===== src/logic/xpt_pkg.sv =====
// Shared constants and types for the crosspoint serial control logic
package xpt_pkg;

   // Matrix geometry and the two word formats
   localparam int NUM_OUT = 8;
   localparam int IDX_W = 4;
   localparam int FIELD_W = 5;
   localparam int FRAME_BITS = 40;
   localparam int WORD_BITS = 8;
   localparam int SEL_W = NUM_OUT * IDX_W;
   // Field of one output inside a frame slot
   localparam int SLOT_IDX_LSB = 0;
   localparam int SLOT_OFF_POS = 4;
   // Field positions inside an addressed word
   localparam int WORD_ADDR_LSB = 0;
   localparam int WORD_ADDR_W = 3;
   localparam int WORD_IDX_LSB = 3;
   localparam int WORD_OFF_POS = 7;
   // Slot value after reset: input index 0, output off
   localparam logic [4:0] SLOT_RST = 5'h10;
   localparam logic [7:0] WORD_RST = 8'h00;
   localparam logic [6:0] CNT_RST = 7'h00;
   localparam logic [6:0] CNT_MAX = 7'h7f;
   localparam logic [6:0] CNT_WORD = 7'h08;

   // Pin synchroniser: {fanout, reset, mode, cfg, din, cs_n, sclk}
   localparam int SYNC_W = 7;
   localparam logic [6:0] SYNC_INIT = 7'h02;

   // Register bus
   localparam int ADDR_W = 8;
   localparam logic [7:0] CTRL_OFF = 8'h00;
   localparam logic [7:0] STATUS_OFF = 8'h04;
   localparam logic [7:0] STAGED_LO_OFF = 8'h08;
   localparam logic [7:0] STAGED_HI_OFF = 8'h0c;
   localparam logic [7:0] ACTIVE_LO_OFF = 8'h10;
   localparam logic [7:0] ACTIVE_HI_OFF = 8'h14;
   localparam int CTRL_RST_POS = 0;
   localparam int CTRL_FAN_POS = 1;
   localparam int CTRL_CFG_POS = 2;
   localparam logic [1:0] RESP_OKAY = 2'h0;
   localparam logic [1:0] RESP_SLVERR = 2'h2;

   // Serial link states
   typedef enum logic [1:0] {
      LS_IDLE = 2'b00,
      LS_ARMED = 2'b01,
      LS_SHIFT = 2'b10,
      LS_CLOSE = 2'b11
   } link_state_type;

endpackage


===== src/logic/pin_sync.sv =====
// Two-flop synchroniser for a group of asynchronous pins
`timescale 1ns/10ps
module pin_sync #(
   parameter int WIDTH = 1,
   parameter logic [WIDTH-1:0] INIT = '0
) (
   input wire logic aclk, // System clock
   input wire logic aresetn, // Synchronous reset, active low
   input wire logic [WIDTH-1:0] pins, // Raw pin levels
   output logic [WIDTH-1:0] synced // Levels after two flops
);

   typedef struct packed {
      logic [WIDTH-1:0] meta;
      logic [WIDTH-1:0] held;
   } state_type;

   state_type s_r;
   state_type s_nxt;

   if (WIDTH < 1) begin : g_check
      $error("pin_sync needs WIDTH of at least one");
   end

   // Meta stage feeds only the held stage
   always_comb begin
      s_nxt = s_r;
      s_nxt.meta = pins;
      s_nxt.held = s_r.meta;
   end

   always_ff @(posedge aclk) begin
      if (!aresetn) begin
         s_r.meta <= INIT;
         s_r.held <= INIT;
      end else begin
         s_r <= s_nxt;
      end
   end

   assign synced = s_r.held;

endmodule


===== src/logic/crosspoint_serial_control.sv =====
// Serial programming logic of a 16-input, 8-output crosspoint switch
//
// Local design decisions: the placing of the registers and register access over AXI4-Lite.
`timescale 1ns/10ps
module crosspoint_serial_control (
   input wire logic aclk, // System clock, 250 MHz
   input wire logic aresetn, // Synchronous reset, active low
   input wire logic sclk, // Serial clock from host
   input wire logic cs_n, // Serial select, active low
   input wire logic din, // Serial data in
   input wire logic cfg, // Configure strobe, active high
   input wire logic mode, // High: addressed words, low: frames
   input wire logic rst, // Matrix reset pin, active high
   input wire logic fanout_input_zero, // All outputs on input 0
   output logic dout, // Serial data out to next device
   output logic [31:0] out_sel, // Input index, four bits per output
   output logic [7:0] out_on, // Output enabled, one bit per output
   input wire logic [7:0] awaddr, // AXI write address
   input wire logic awvalid, // AXI write address valid
   output logic awready, // AXI write address ready
   input wire logic [31:0] wdata, // AXI write data
   input wire logic [3:0] wstrb, // AXI write strobes
   input wire logic wvalid, // AXI write data valid
   output logic wready, // AXI write data ready
   output logic [1:0] bresp, // AXI write response
   output logic bvalid, // AXI write response valid
   input wire logic bready, // AXI write response ready
   input wire logic [7:0] araddr, // AXI read address
   input wire logic arvalid, // AXI read address valid
   output logic arready, // AXI read address ready
   output logic [31:0] rdata, // AXI read data
   output logic [1:0] rresp, // AXI read response
   output logic rvalid, // AXI read data valid
   input wire logic rready // AXI read data ready
);

   typedef struct packed {
      xpt_pkg::link_state_type ls;
      logic sclk_d, cfg_d;
      logic [39:0] frame;
      logic [7:0] word;
      logic [6:0] cnt;
      logic [39:0] matrix;
      logic pending;
      logic [31:0] sel;
      logic [7:0] on;
      logic soft_rst, soft_fan, soft_cfg;
      logic aw_got, w_got;
      logic [7:0] waddr;
      logic [31:0] wbuf;
      logic wstrb0;
      logic bvalid;
      logic [1:0] bresp;
      logic rvalid;
      logic [31:0] rdata;
      logic [1:0] rresp;
   } state_type;

   state_type s_r;
   state_type s_nxt;
   logic [6:0] pins_s;
   logic sclk_s, cs_n_s, din_s, cfg_s, mode_s, rst_s, fan_s;
   logic rise, fall, cfg_evt, rst_eff, fan_eff;
   logic [7:0] wa, ra;

   ////////////////////////////////////////////////////////////////////////
   // Pin synchronisers
   pin_sync #(
      .WIDTH(xpt_pkg::SYNC_W),
      .INIT(xpt_pkg::SYNC_INIT)
   ) u_sync (
      .aclk(aclk),
      .aresetn(aresetn),
      .pins({fanout_input_zero, rst, mode, cfg, din, cs_n, sclk}),
      .synced(pins_s)
   );

   // Serial clock edges; clock runs far slower than aclk
   assign {fan_s, rst_s, mode_s, cfg_s, din_s, cs_n_s, sclk_s} = pins_s;
   assign rise = sclk_s && !s_r.sclk_d;
   assign fall = !sclk_s && s_r.sclk_d;
   assign cfg_evt = (cfg_s && !s_r.cfg_d) || s_r.soft_cfg;
   assign rst_eff = rst_s || s_r.soft_rst;
   assign fan_eff = fan_s || s_r.soft_fan;
   assign wa = {s_r.waddr[7:2], 2'b00};
   assign ra = {araddr[7:2], 2'b00};

   // Bus handshakes: one write and one read in flight at most
   assign awready = !s_r.aw_got && !s_r.bvalid;
   assign wready = !s_r.w_got && !s_r.bvalid;
   assign arready = !s_r.rvalid;

   ////////////////////////////////////////////////////////////////////////
   // Next-state logic
   always_comb begin
      s_nxt = s_r;
      s_nxt.soft_cfg = 1'b0;
      s_nxt.sclk_d = sclk_s;
      s_nxt.cfg_d = cfg_s;

      // Write channel: address and data taken in either order
      if (awvalid && awready) begin
         s_nxt.aw_got = 1'b1;
         s_nxt.waddr = awaddr;
      end
      if (wvalid && wready) begin
         s_nxt.w_got = 1'b1;
         s_nxt.wbuf = wdata;
         s_nxt.wstrb0 = wstrb[0];
      end
      if (s_r.aw_got && s_r.w_got) begin
         s_nxt.aw_got = 1'b0;
         s_nxt.w_got = 1'b0;
         s_nxt.bvalid = 1'b1;
         s_nxt.bresp = xpt_pkg::RESP_OKAY;
         case (wa)
            xpt_pkg::CTRL_OFF: begin
               if (s_r.wstrb0) begin
                  s_nxt.soft_rst = s_r.wbuf[xpt_pkg::CTRL_RST_POS];
                  s_nxt.soft_fan = s_r.wbuf[xpt_pkg::CTRL_FAN_POS];
                  s_nxt.soft_cfg = s_r.wbuf[xpt_pkg::CTRL_CFG_POS];
               end
            end
            // Read-only registers ignore writes
            xpt_pkg::STATUS_OFF, xpt_pkg::STAGED_LO_OFF,
            xpt_pkg::STAGED_HI_OFF, xpt_pkg::ACTIVE_LO_OFF,
            xpt_pkg::ACTIVE_HI_OFF: begin
               s_nxt.bresp = xpt_pkg::RESP_OKAY;
            end
            default: begin
               s_nxt.bresp = xpt_pkg::RESP_SLVERR;
            end
         endcase
      end
      if (s_r.bvalid && bready) begin
         s_nxt.bvalid = 1'b0;
      end
      // Read channel: data registered at the address edge
      if (s_r.rvalid && rready) begin
         s_nxt.rvalid = 1'b0;
      end
      if (arvalid && arready) begin
         s_nxt.rvalid = 1'b1;
         s_nxt.rresp = xpt_pkg::RESP_OKAY;
         s_nxt.rdata = 32'h0000_0000;
         case (ra)
            xpt_pkg::CTRL_OFF: begin
               s_nxt.rdata[xpt_pkg::CTRL_RST_POS] = s_r.soft_rst;
               s_nxt.rdata[xpt_pkg::CTRL_FAN_POS] = s_r.soft_fan;
            end
            xpt_pkg::STATUS_OFF: begin
               s_nxt.rdata[14:0] = {s_r.cnt, 1'b0, s_r.ls, fan_s, rst_s,
                                    cs_n_s, mode_s, s_r.pending};
            end
            xpt_pkg::STAGED_LO_OFF: s_nxt.rdata = s_r.frame[31:0];
            xpt_pkg::STAGED_HI_OFF: s_nxt.rdata[7:0] = s_r.frame[39:32];
            xpt_pkg::ACTIVE_LO_OFF: s_nxt.rdata = s_r.matrix[31:0];
            xpt_pkg::ACTIVE_HI_OFF: s_nxt.rdata[7:0] = s_r.matrix[39:32];
            default: begin
               s_nxt.rresp = xpt_pkg::RESP_SLVERR;
            end
         endcase
      end
      // Configure copies staged bank to matrix; pulse without new data
      // is a no-op. Set below wins over this clear.
      if (cfg_evt && s_r.pending) begin
         s_nxt.matrix = s_r.frame;
         s_nxt.pending = 1'b0;
      end
      // Serial link; host keeps select changes inside clock-low time
      case (s_r.ls)
         xpt_pkg::LS_IDLE: begin
            if (!cs_n_s) begin
               s_nxt.ls = xpt_pkg::LS_ARMED;
               s_nxt.cnt = xpt_pkg::CNT_RST;
            end
         end
         xpt_pkg::LS_ARMED: begin
            if (cs_n_s) begin
               s_nxt.ls = xpt_pkg::LS_IDLE;
            end else if (rise) begin
               s_nxt.ls = xpt_pkg::LS_SHIFT;
            end
         end
         xpt_pkg::LS_SHIFT: begin
            if (cs_n_s) begin
               s_nxt.ls = xpt_pkg::LS_CLOSE;
            end else if (fall) begin
               // Falling edge capture; bit 0 first, ends in slot bit 0
               if (s_r.cnt != xpt_pkg::CNT_MAX) begin
                  s_nxt.cnt = s_r.cnt + 7'h01;
               end
               if (mode_s) begin
                  s_nxt.word = {din_s, s_r.word[7:1]};
               end else begin
                  // Staged bank is itself the shift path
                  s_nxt.frame = {din_s, s_r.frame[39:1]};
               end
            end
         end
         xpt_pkg::LS_CLOSE: begin
            // Word ends at the first rise after deselect
            if (rise) begin
               s_nxt.ls = xpt_pkg::LS_IDLE;
               if (mode_s && s_r.cnt == xpt_pkg::CNT_WORD) begin
                  for (int i = 0; i < xpt_pkg::NUM_OUT; i++) begin
                     if (s_r.word[2:0] == i[2:0]) begin
                        s_nxt.frame[i*5 +: 5] = s_r.word[7:3];
                     end
                  end
                  s_nxt.pending = 1'b1;
               end else if (!mode_s && s_r.cnt != xpt_pkg::CNT_RST) begin
                  s_nxt.pending = 1'b1;
               end
            end
         end
         default: begin
            s_nxt.ls = xpt_pkg::LS_IDLE;
         end
      endcase
      // Reset pin clears both banks whatever the serial port does
      if (rst_eff) begin
         s_nxt.ls = xpt_pkg::LS_IDLE;
         s_nxt.cnt = xpt_pkg::CNT_RST;
         s_nxt.word = xpt_pkg::WORD_RST;
         s_nxt.pending = 1'b0;
         s_nxt.frame = {xpt_pkg::NUM_OUT{xpt_pkg::SLOT_RST}};
         s_nxt.matrix = {xpt_pkg::NUM_OUT{xpt_pkg::SLOT_RST}};
      end

      // Output drive; reset beats fanout, fanout beats the matrix
      for (int i = 0; i < xpt_pkg::NUM_OUT; i++) begin
         if (rst_eff) begin
            s_nxt.sel[i*4 +: 4] = 4'h0;
            s_nxt.on[i] = 1'b0;
         end else if (fan_eff) begin
            s_nxt.sel[i*4 +: 4] = 4'h0;
            s_nxt.on[i] = 1'b1;
         end else begin
            s_nxt.sel[i*4 +: 4] = s_r.matrix[i*5 +: 4];
            s_nxt.on[i] = !s_r.matrix[i*5 + xpt_pkg::SLOT_OFF_POS];
         end
      end
   end

   ////////////////////////////////////////////////////////////////////////
   // State register
   always_ff @(posedge aclk) begin
      if (!aresetn) begin
         s_r <= '0;
         s_r.frame <= {xpt_pkg::NUM_OUT{xpt_pkg::SLOT_RST}};
         s_r.matrix <= {xpt_pkg::NUM_OUT{xpt_pkg::SLOT_RST}};
      end else begin
         s_r <= s_nxt;
      end
   end

   // Oldest staged bit feeds the next device in both modes; only frame mode shifts it
   assign dout = s_r.frame[0];
   assign out_sel = s_r.sel;
   assign out_on = s_r.on;
   assign bvalid = s_r.bvalid;
   assign bresp = s_r.bresp;
   assign rvalid = s_r.rvalid;
   assign rdata = s_r.rdata;
   assign rresp = s_r.rresp;
endmodule


===== config.mk =====
export PLATFORM = sky130hd
export DESIGN_NAME = crosspoint_serial_control
export DESIGN_NICKNAME = d
export VERILOG_FILES = /design/src/logic/xpt_pkg.sv /design/src/logic/pin_sync.sv /design/src/logic/crosspoint_serial_control.sv
export SDC_FILE = /design/constraint.sdc
export NUM_CORES = 1
export LEC_CHECK = 0
export BUFFER_PORTS_ARGS = -buffer_cell sky130_fd_sc_hd__buf_2
export CAP_MARGIN = 20
export CORE_MARGIN = 1.5
export CORE_UTILIZATION = 25
export CTS_CLUSTER_SIZE = 20
export DETAILED_ROUTE_END_ITERATION = 10
export HOLD_SLACK_MARGIN = 0.08
export PLACE_DENSITY_LB_ADDON = 0.25
export SETUP_SLACK_MARGIN = 0.5
export SYNTH_ARGS = -nofsm -noshare
export SYNTH_HDL_FRONTEND = slang
export SYNTH_HIERARCHICAL = 1
export SYNTH_SLANG_ARGS = --single-unit
export TNS_END_PERCENT = 50

===== constraint.sdc =====
create_clock -name aclk -period 2.7 [get_ports aclk]
set_clock_uncertainty 0.1 [all_clocks]
set_input_delay 0.54 -clock aclk [delete_from_list [all_inputs] [get_ports aclk]]
set_output_delay 0.54 -clock aclk [all_outputs]
set_load 0.005 [all_outputs]

==> summary.md, run 1 <==
The run finished with clean final reports. In this design, the largest share of critical-path delay is due to simple AND/OR/NAND/NOR gates. The count of final setup violators was 0; the count of buffers from port buffering was 109. The die covers 36640 um^2.

Clock tree synthesis inserted a total of 22 buffers. The run gives 4.9% as the part of the total power dissipated in combinational logic. The tools report the core outline area as 34710 um^2.

Classification of the worst setup path: register to register. In this run the mean area of a mapped cell was 8.910 um^2. In this run the deepest clock path goes through 3 buffers.

The average vias per placed instance was 4.655. The number of synthesized flops with an enable pin was 0; the netlist area before placement was 8875 um^2. The Yosys step of the flow raised 6 warnings. The post-synthesis async set-or-reset flop share came out at 0%.

Detailed routing placed a total of 1041 um of wire on met3. The instance count along the most critical hold path is 2. Yosys attributes the largest share of cell area to sky130_fd_sc_hd__dfxtp_1 (46%), sky130_fd_sc_hd__buf_4 (6.6%), sky130_fd_sc_hd__nand2_1 (6.2%). The clock period could shrink to 2116 ps. TritonCTS built the clock tree.

The final weighted congestion in routability-driven placement is 0.7482. For this run, the total global-route usage over all layers was measured as 13.00%. Average wire length per cell after detail routing: 16.38 um. Prevailing post-synth register cell: sky130_fd_sc_hd__dfxtp_1. The largest single stage delay on the critical path is 600 ps. The final design utilization is 29.39%, and the die outline height is 191.4 um.

The run gives 43.21% as the remaining max-slew budget at the tightest pin. The largest total area in the synthesized netlist belongs to sky130_fd_sc_hd__dfxtp_1. For this run the aggregate overflow at the end of global routing stands at 0. The switching share of power is 21.42%, and the peak clock frequency supported by timing is 472.5 MHz.

The starting utilization of the core area came out at 25.57%. The run gives 6880 as the via count. For this design the ratio of total power to cell area is 653.0 nW/um^2. The logs give 4 for the number of iterations in the first detailed-routing pass and 2940 ps for the required time of the critical path. At the later pin of the worst-skew pair, clock insertion delay measures 500 ps. The die boundary width is 191.4 um, and the half-perimeter wire length after placement is 16410 um. The met2 wirelength from detailed routing was 11410 um. The run gives 38050 um as the first-pass GRT wire length. The run gives 46.24% as the post-synthesis sequential area ratio.

After detailed routing, the number of remaining DRC violations is 0. The H-tree depth is 1, and the accumulated negative setup slack is 0 ps. Clock-pin slew was measured on the worst setup and hold paths at 60 ps.

The via count of the first global-routing pass was 6713. Sequential cells account for 46.8% of the total power. In this run, distinct cell masters in the synthesized netlist total 56. The net count of the finished layout is 1079. On the final layout, the worst hold slack is 124.3 ps. Setup repair after global routing could not meet its margin everywhere.

The tools report the internal power summed over all cells as 0.005236 W. 0 antenna diodes ended up in the layout. Entering global routing, the biggest net connects 92 pins.

The net switching power was 0.001427 W; the iteration-0 DRC count of the detailed router was 359. The tools report the number of clock sinks as 205. The buffering stage count on the worst path with inverters included was 1; the detailed-routing wirelength on met1 was 11220 um. The worst setup path is launched from a register. For the worst vdd rail ir drop, the log shows 0.4354 mV. In this run the worst path has a maximum fanout of 9. The fraction of post-synthesis cell area in the top cell type by area came out at 46.24%.

The worst-margin pin slew was 851.9 ps. In this run the number of cells on the critical path is 5. In this run the worst hold path is classified as input pin to register. Pin placement for this block handled 148 I/O pins. The final count of hold timing violations was 0. The post-route netlist has 19.75% of its cells at a drive strength greater than 1. Synthesis produced 996 cells.

The number of storage elements in the synthesis netlist is 205, and the number of standard cells in the final layout excluding fillers is 1478. For the worst setup path, the data arrival time is 2360 ps. In this run the core area contains 68 standard-cell rows. Slowest library cell on the worst path: sky130_fd_sc_hd__or4b_4.

The max-slew violation total from the final report is 0. The initial antenna violation count is 0, and the post-placement cell count is 1440. Of the available clock period, the critical path in the final layout requires 78.38%.

The depth of the worst register-to-register path came out at 5. The area growth from synthesis to layout is 14.97%. The tool flagged a number of max-cap violations equal to 0.

Clock tree root driver cell: sky130_fd_sc_hd__clkbuf_16. For the count of hold buffers inserted by post-cts repair, the log shows 0. Once detail routing completed, the nets flagged for antenna violations numbered 0. Routed signal wires occupy layers up through met4. Summed over all cells, the static leakage comes to 4.247 nW. The share of total power dissipated in the clock network is 48.4%. Kind of end point of the critical path: a register.

The critical path goes through or4b_4, o21ai_4, buf_4, and3_1, a311oi_1. Wires add up to 24220 um.
## per-layer routing
metal	vias to the layer above	track usage, %
met2	149	22.02
met1	3265	17.11
met5	-	0
met4	0	4.056
met3	37	1.616
li1	3429	-
## cell type report
class	count	area, um^2
clock inverter	6	130.1
tap	455	569.3
timing repair buffer	138	775.7
clock buffer	30	641.9
multi-input combinational	612	3861
sequential	205	4105
inverter	32	120.1
fill	3663	24510
## state kept, by name, indices dropped and copies added (netlist names), named ones only
signal and count:
rvalid 1, bvalid 1, rresp 1, dout 1, bresp 1, rdata 32, u_sync/s_nxt 7, out_sel 32
u_sync/synced 7, out_on 8, s_r 113
## power groups by stage
stage / sequential (W) / clock, W / combinational [W]
floorplan: 0.00317 / 0 / 0.000237
global placement: 0.00319 / 0 / 0.000325
detailed placement: 0.00318 / 0 / 0.000327
CTS: 0.00312 / 0.00331 / 0.000329
global route: 0.00312 / 0.00343 / 0.000359
finish: 0.00312 / 0.00322 / 0.000323
## cells in the mapped netlist (all sizes together) (6+ instances only)
library cell  instances
a21oi                76
a22o                  7
a22oi                31
a311oi                8
a31oi                16
a41oi                 7
and2                 19
and3                 40
buf                  85
clkbuf               63
dfxtp               205
inv                  32
mux2i                52
nand2               146
nand3                12
nand3b               17
nor2                 24
nor2b                23
nor3                  6
o211ai                8
o21ai                35
o2bb2ai               7
o31ai                25
## stage by stage
stage          cell area [um^2]  setup slack, ps  power, W
6_report                  10200            583.6  0.006663
2_1_floorplan              8879            610.6  0.003407
3_5_place_dp               9385            350.8  0.003512
4_1_cts                   10190            519.0  0.006756
3_3_place_gp               9385            367.1  0.003510
5_1_grt                   10200            497.8  0.006910
## what timing repair did
| item | CTS | global route |
|---|---|---|
| buffers inserted | 0 | 2 |
| gates resized for setup | 4 | 2 |
| setup endpoints to repair | 27 | 13 |
| gates cloned | 0 | 0 |
| pin swaps | 0 | 5 |
## worst reg2reg max path: stages (launching register included)
cell and delay (ps):
sky130_fd_sc_hd__dfxtp_2 380, sky130_fd_sc_hd__or4b_4 600, sky130_fd_sc_hd__o21ai_4 290, sky130_fd_sc_hd__buf_4 220, sky130_fd_sc_hd__and3_1 260, sky130_fd_sc_hd__a311oi_1 110
## worst paths after layout
kind	slack, ps	to	from
hold reg to reg	310	u_sync/synced[1]	u_sync/s_nxt[1]
setup / recovery	580	s_r[215]	u_sync/synced[1]
hold / removal	120	u_sync/s_nxt[1]	cs_n
setup reg to reg	580	s_r[215]	u_sync/synced[1]
## cells by family (layout without fill, tap and decap cells)
family | count (synthesis) | count (layout) | synth area share (%)
AND/OR/NAND/NOR | 312 | 312 | 17.83
AO/OA/AOI/OAI | 239 | 239 | 17.82
multiplexers | 57 | 57 | 6.753
adder cells (fa/ha/maj) | 2 | 2 | 0.2819
flip-flops | 205 | 205 | 46.24
other | 1 | 2 | 0.04225
buffers and inverters | 180 | 206 | 11.02
## placed cells by master (no fill, tap or decap), drive strengths merged, types with 24 or more instances in the layout
cell type  count
dfxtp        205
o31ai         25
and3          40
buf          138
o21ai         35
nor2          24
a22oi         31
inv           32
clkbuf        30
nand2        146
mux2i         52
a21oi         76
(Power assumes the default switching activity.)
==> run 2: changes to the inputs <==
- clock period: 2.7 -> 2.2 ns (I/O delays scaled with it)
==> summary.md, run 2 (synthesized netlist as in run 1, its figures left out) <==
The switching share of power was 23.12% (+1.7 points). The core outline area is 34710 um^2 (unchanged). The total power density per cell area works out to 734.3 nW/um^2 (+12%).

Clock share of power: 46.7% (-1.7 points). Leaving out fill and tap cells, the most frequent cells in the layout are sky130_fd_sc_hd__dfxtp_1 (202), sky130_fd_sc_hd__nand2_1 (143), sky130_fd_sc_hd__buf_2 (110). The number of routed nets with antenna violations was 0 (unchanged).

The flow ran to the end, and the final reports show no timing, DRC or antenna violations. The part of the total power dissipated in combinational logic was 5.5% (+0.6 points). The depth of the worst register-to-register path is 5 (unchanged), and the final instance area is 10880 um^2 (+6.6%).

The worst register-to-register path ends at s_r[210]. The placement-stage worst setup slack was 108.6 ps (-242.3 ps). The tools report the number of clock sinks as 205 (unchanged).

The logs give 0 (unchanged) for the count of final setup violators and 0 (unchanged) for the max-capacitance violation count. The flip-flop count of the largest register, all copies and words added is 113 (unchanged). The logs give 9783 um^2 (+4.2%) for the instance area after placement and 12010 um (+5.3%) for the met2 wirelength from detailed routing. The total met3 wirelength after detailed routing was 995 um (-4.4%). The average vias per placed instance is 4.648 (-0.14%), and the number of iterations in the first detailed-routing pass is 5 (+1). The signed area change from the synthesized netlist to the final layout is 22.61%. The logs give 0 (unchanged) for the final count of hold timing violations and 47.8% (+1.0 points) for the sequential share of power. The final weighted congestion in routability-driven placement was 0.7606 (+1.7%).

The tools report the data arrival time of the critical path as 2210 ps (-150 ps). Register ranked first by flip-flop count: s_r. The logs give 7021 (+4.6%) for the via count of the first global-routing pass and 0 ps (unchanged) for the accumulated negative setup slack. The average wire length per cell after detail routing is 16.19 um (-1.2%). For the routed wire length, the log shows 24830 um (+2.5%). The run gives 0.001848 W (+29%) as the net switching power.

The iteration-0 DRC count of the detailed router was 330 (-8.1%). The run gives 58.83% (+16 points) as the remaining max-slew budget at the tightest pin. Detailed-routing wirelength on met1: 11250 um (+0.32%). The worst setup path is launched from a register.

The die boundary width was 191.4 um (unchanged); the via count was 7126 (+3.6%). The portion of the clock cycle consumed by the worst path in the final layout works out to 85.63% (+7.2 points). The tools report the worst setup path startpoint as u_sync/synced[1]. The final critical-path setup slack was 316.2 ps (-267.4 ps).

The tools report the floorplan die area as 36640 um^2 (unchanged). The slowest stage of the critical path is the sky130_fd_sc_hd__or4b_4 cell. The required time of the critical path is 2530 ps (-410 ps). The fraction of final layout cells sized beyond drive strength 1 works out to 25.70% (+5.9 points). The tree is rooted in a sky130_fd_sc_hd__clkbuf_16.

The run gives 39160 um (+2.9%) as the first-pass GRT wire length. The maximum clock insertion buffer count was 3 (unchanged). The tools report the worst vdd rail ir drop as 0.5805 mV (+33%).

The global router's overall resource usage is 13.50% (+0.50 points), and the die outline height is 191.4 um (unchanged). The top layer used by detailed routing is met4. The count of buffers from port buffering is 109 (unchanged).

The H-tree depth came out at 1 (unchanged). The startpoint identified for the worst register-to-register timing path is u_sync/synced[1]. The peak clock frequency supported by timing was 530.9 MHz (+12%). TritonCTS built the clock tree. For the initial antenna violation count, the log shows 0 (unchanged). The worst-margin pin slew was 616.2 ps (-235.6 ps). The reg-to-reg setup timing slack came out at 320 ps (-270 ps).

The logs give 0 (unchanged) for the number of remaining DRC errors and 1533 (+3.7%) for the number of standard cells in the final layout excluding fillers. The max-slew violation total from the final report is 0 (unchanged), and the maximum net fanout on the critical path is 5 (-4). The classification of the worst setup path was register to register.

The post-placement cell count is 1464 (+1.7%), and the minimum period implied by the final worst setup slack is 1884 ps (-232.6 ps). The tools report the final antenna diode count as 0 (unchanged). The run gives 17140 um (+4.5%) as the half-perimeter wire length after placement.

The tools report the leftover overflow at the end of global routing as 0 (unchanged). The number of nets in the layout was 1130 (+4.7%); the pin count of the biggest net entering global routing was 77 (-16%). The run gives 520 ps (+20 ps) as the insertion delay of the later-clocked pin in the worst-skew pair. The starting utilization of the core area is 25.57% (unchanged).

The run gives 4.556 nW (+7.3%) as the static leakage. The run gives 0.006143 W (+17%) as the internal power summed over all cells. The number of buffers added by the clock tree synthesis step was 24 (+9.1%).

The tools report the kind of end point of the critical path as a register. Last element of the critical path: s_r[210]. Setup repair after global routing could not meet its margin everywhere. The total number of placement rows came out at 68 (unchanged). The path class of the tightest hold or removal check is input pin to register. The critical path goes through or4b_4, o21ai_4, buf_2, a31oi_1, a311oi_1. For the number of top-level design ports, the log shows 148 (unchanged). The leading cell type in the layout, fill and taps excluded was sky130_fd_sc_hd__dfxtp_1. The highest cell delay on the worst timing path was 590 ps (about the same). The clock-pin slew reported for the worst setup and hold paths after clock tree synthesis came out at 60 ps (about the same).
-- run 2: changes by cell type in the layout (fill, tap and decap cells not counted), sizes merged --
| cell | delta |
|---|---|
| clkbuf | +5 |
| clkinvlp | +2 |
| clkinv | +3 |
| o21ai | +1 |
| buf | +32 |
| bufinv | -4 |
| dlygate4sd3 | +16 |
-- run 2: area by class of cell --
| cell class | count | area [um^2] |
|---|---|---|
| clock buffers | 35 | 691.9 |
| clock inverters | 7 | 51.30 |
| fillers | 3672 | 23830 |
| inverters | 32 | 125.1 |
| multi-input cells | 613 | 4066 |
| flip-flops and latches | 205 | 4113 |
| well taps | 455 | 569.3 |
| repair buffers | 186 | 1265 |
-- run 2: timing repair --
| action | CTS | global route |
|---|---|---|
| setup endpoints to repair | 85 | 72 |
| setup buffers | 6 | 3 |
| hold endpoints to repair | 15 | 0 |
| resized for setup | 27 | 4 |
| pin swaps | 5 | 11 |
| gates cloned | 2 | 0 |
| hold buffers | 16 | 0 |
-- run 2: per-layer routing --
layer  up-vias  GRT usage [%]
li1       3547              -
met1      3435          17.02
met2       115          23.33
met3        29          2.368
met4         0          4.087
met5         -              0
-- run 2: worst min path at each step --
stage | cells after the start | slack [ps] | end | startpoint
3_5_place_dp | 1 | 320 | u_sync/synced[1] | u_sync/s_nxt[1]
6_report | 3 | 100 | s_r[41] | wdata[2]
4_1_cts | 3 | 80 | s_r[41] | wdata[2]
5_1_grt | 3 | 80 | s_r[41] | wdata[2]
2_1_floorplan | 1 | 290 | u_sync/synced[1] | u_sync/s_nxt[1]
3_3_place_gp | 1 | 310 | u_sync/synced[1] | u_sync/s_nxt[1]
-- run 2: power by group through the flow --
stage               clock network (W)  registers, W  logic [W]
floorplan                           0       0.00389   0.000297
global placement                    0       0.00390   0.000418
detailed placement                  0       0.00390   0.000418
CTS                           0.00386       0.00382   0.000447
global route                  0.00401       0.00383   0.000488
finish                        0.00373       0.00382   0.000440
-- run 2: worst max-delay path: cells and delay by family, from the launching register on --
family / cells / cell delay (ps)
and+or+nand+nor: 1 / 590
AOI/OAI and AO/OA: 3 / 560
DFF: 1 / 350
buffers and inverters: 1 / 220
-- run 2: per-stage QoR --
stage	total power (W)	hold WS (ps)	util, %
after floorplan	0.004187	286.3	-
after global placement	0.004321	306.3	28.18
after detailed placement	0.004322	316.5	28.18
after CTS	0.008130	83.14	31.25
after global routing	0.008325	84.46	31.35
final	0.007991	95.41	31.35
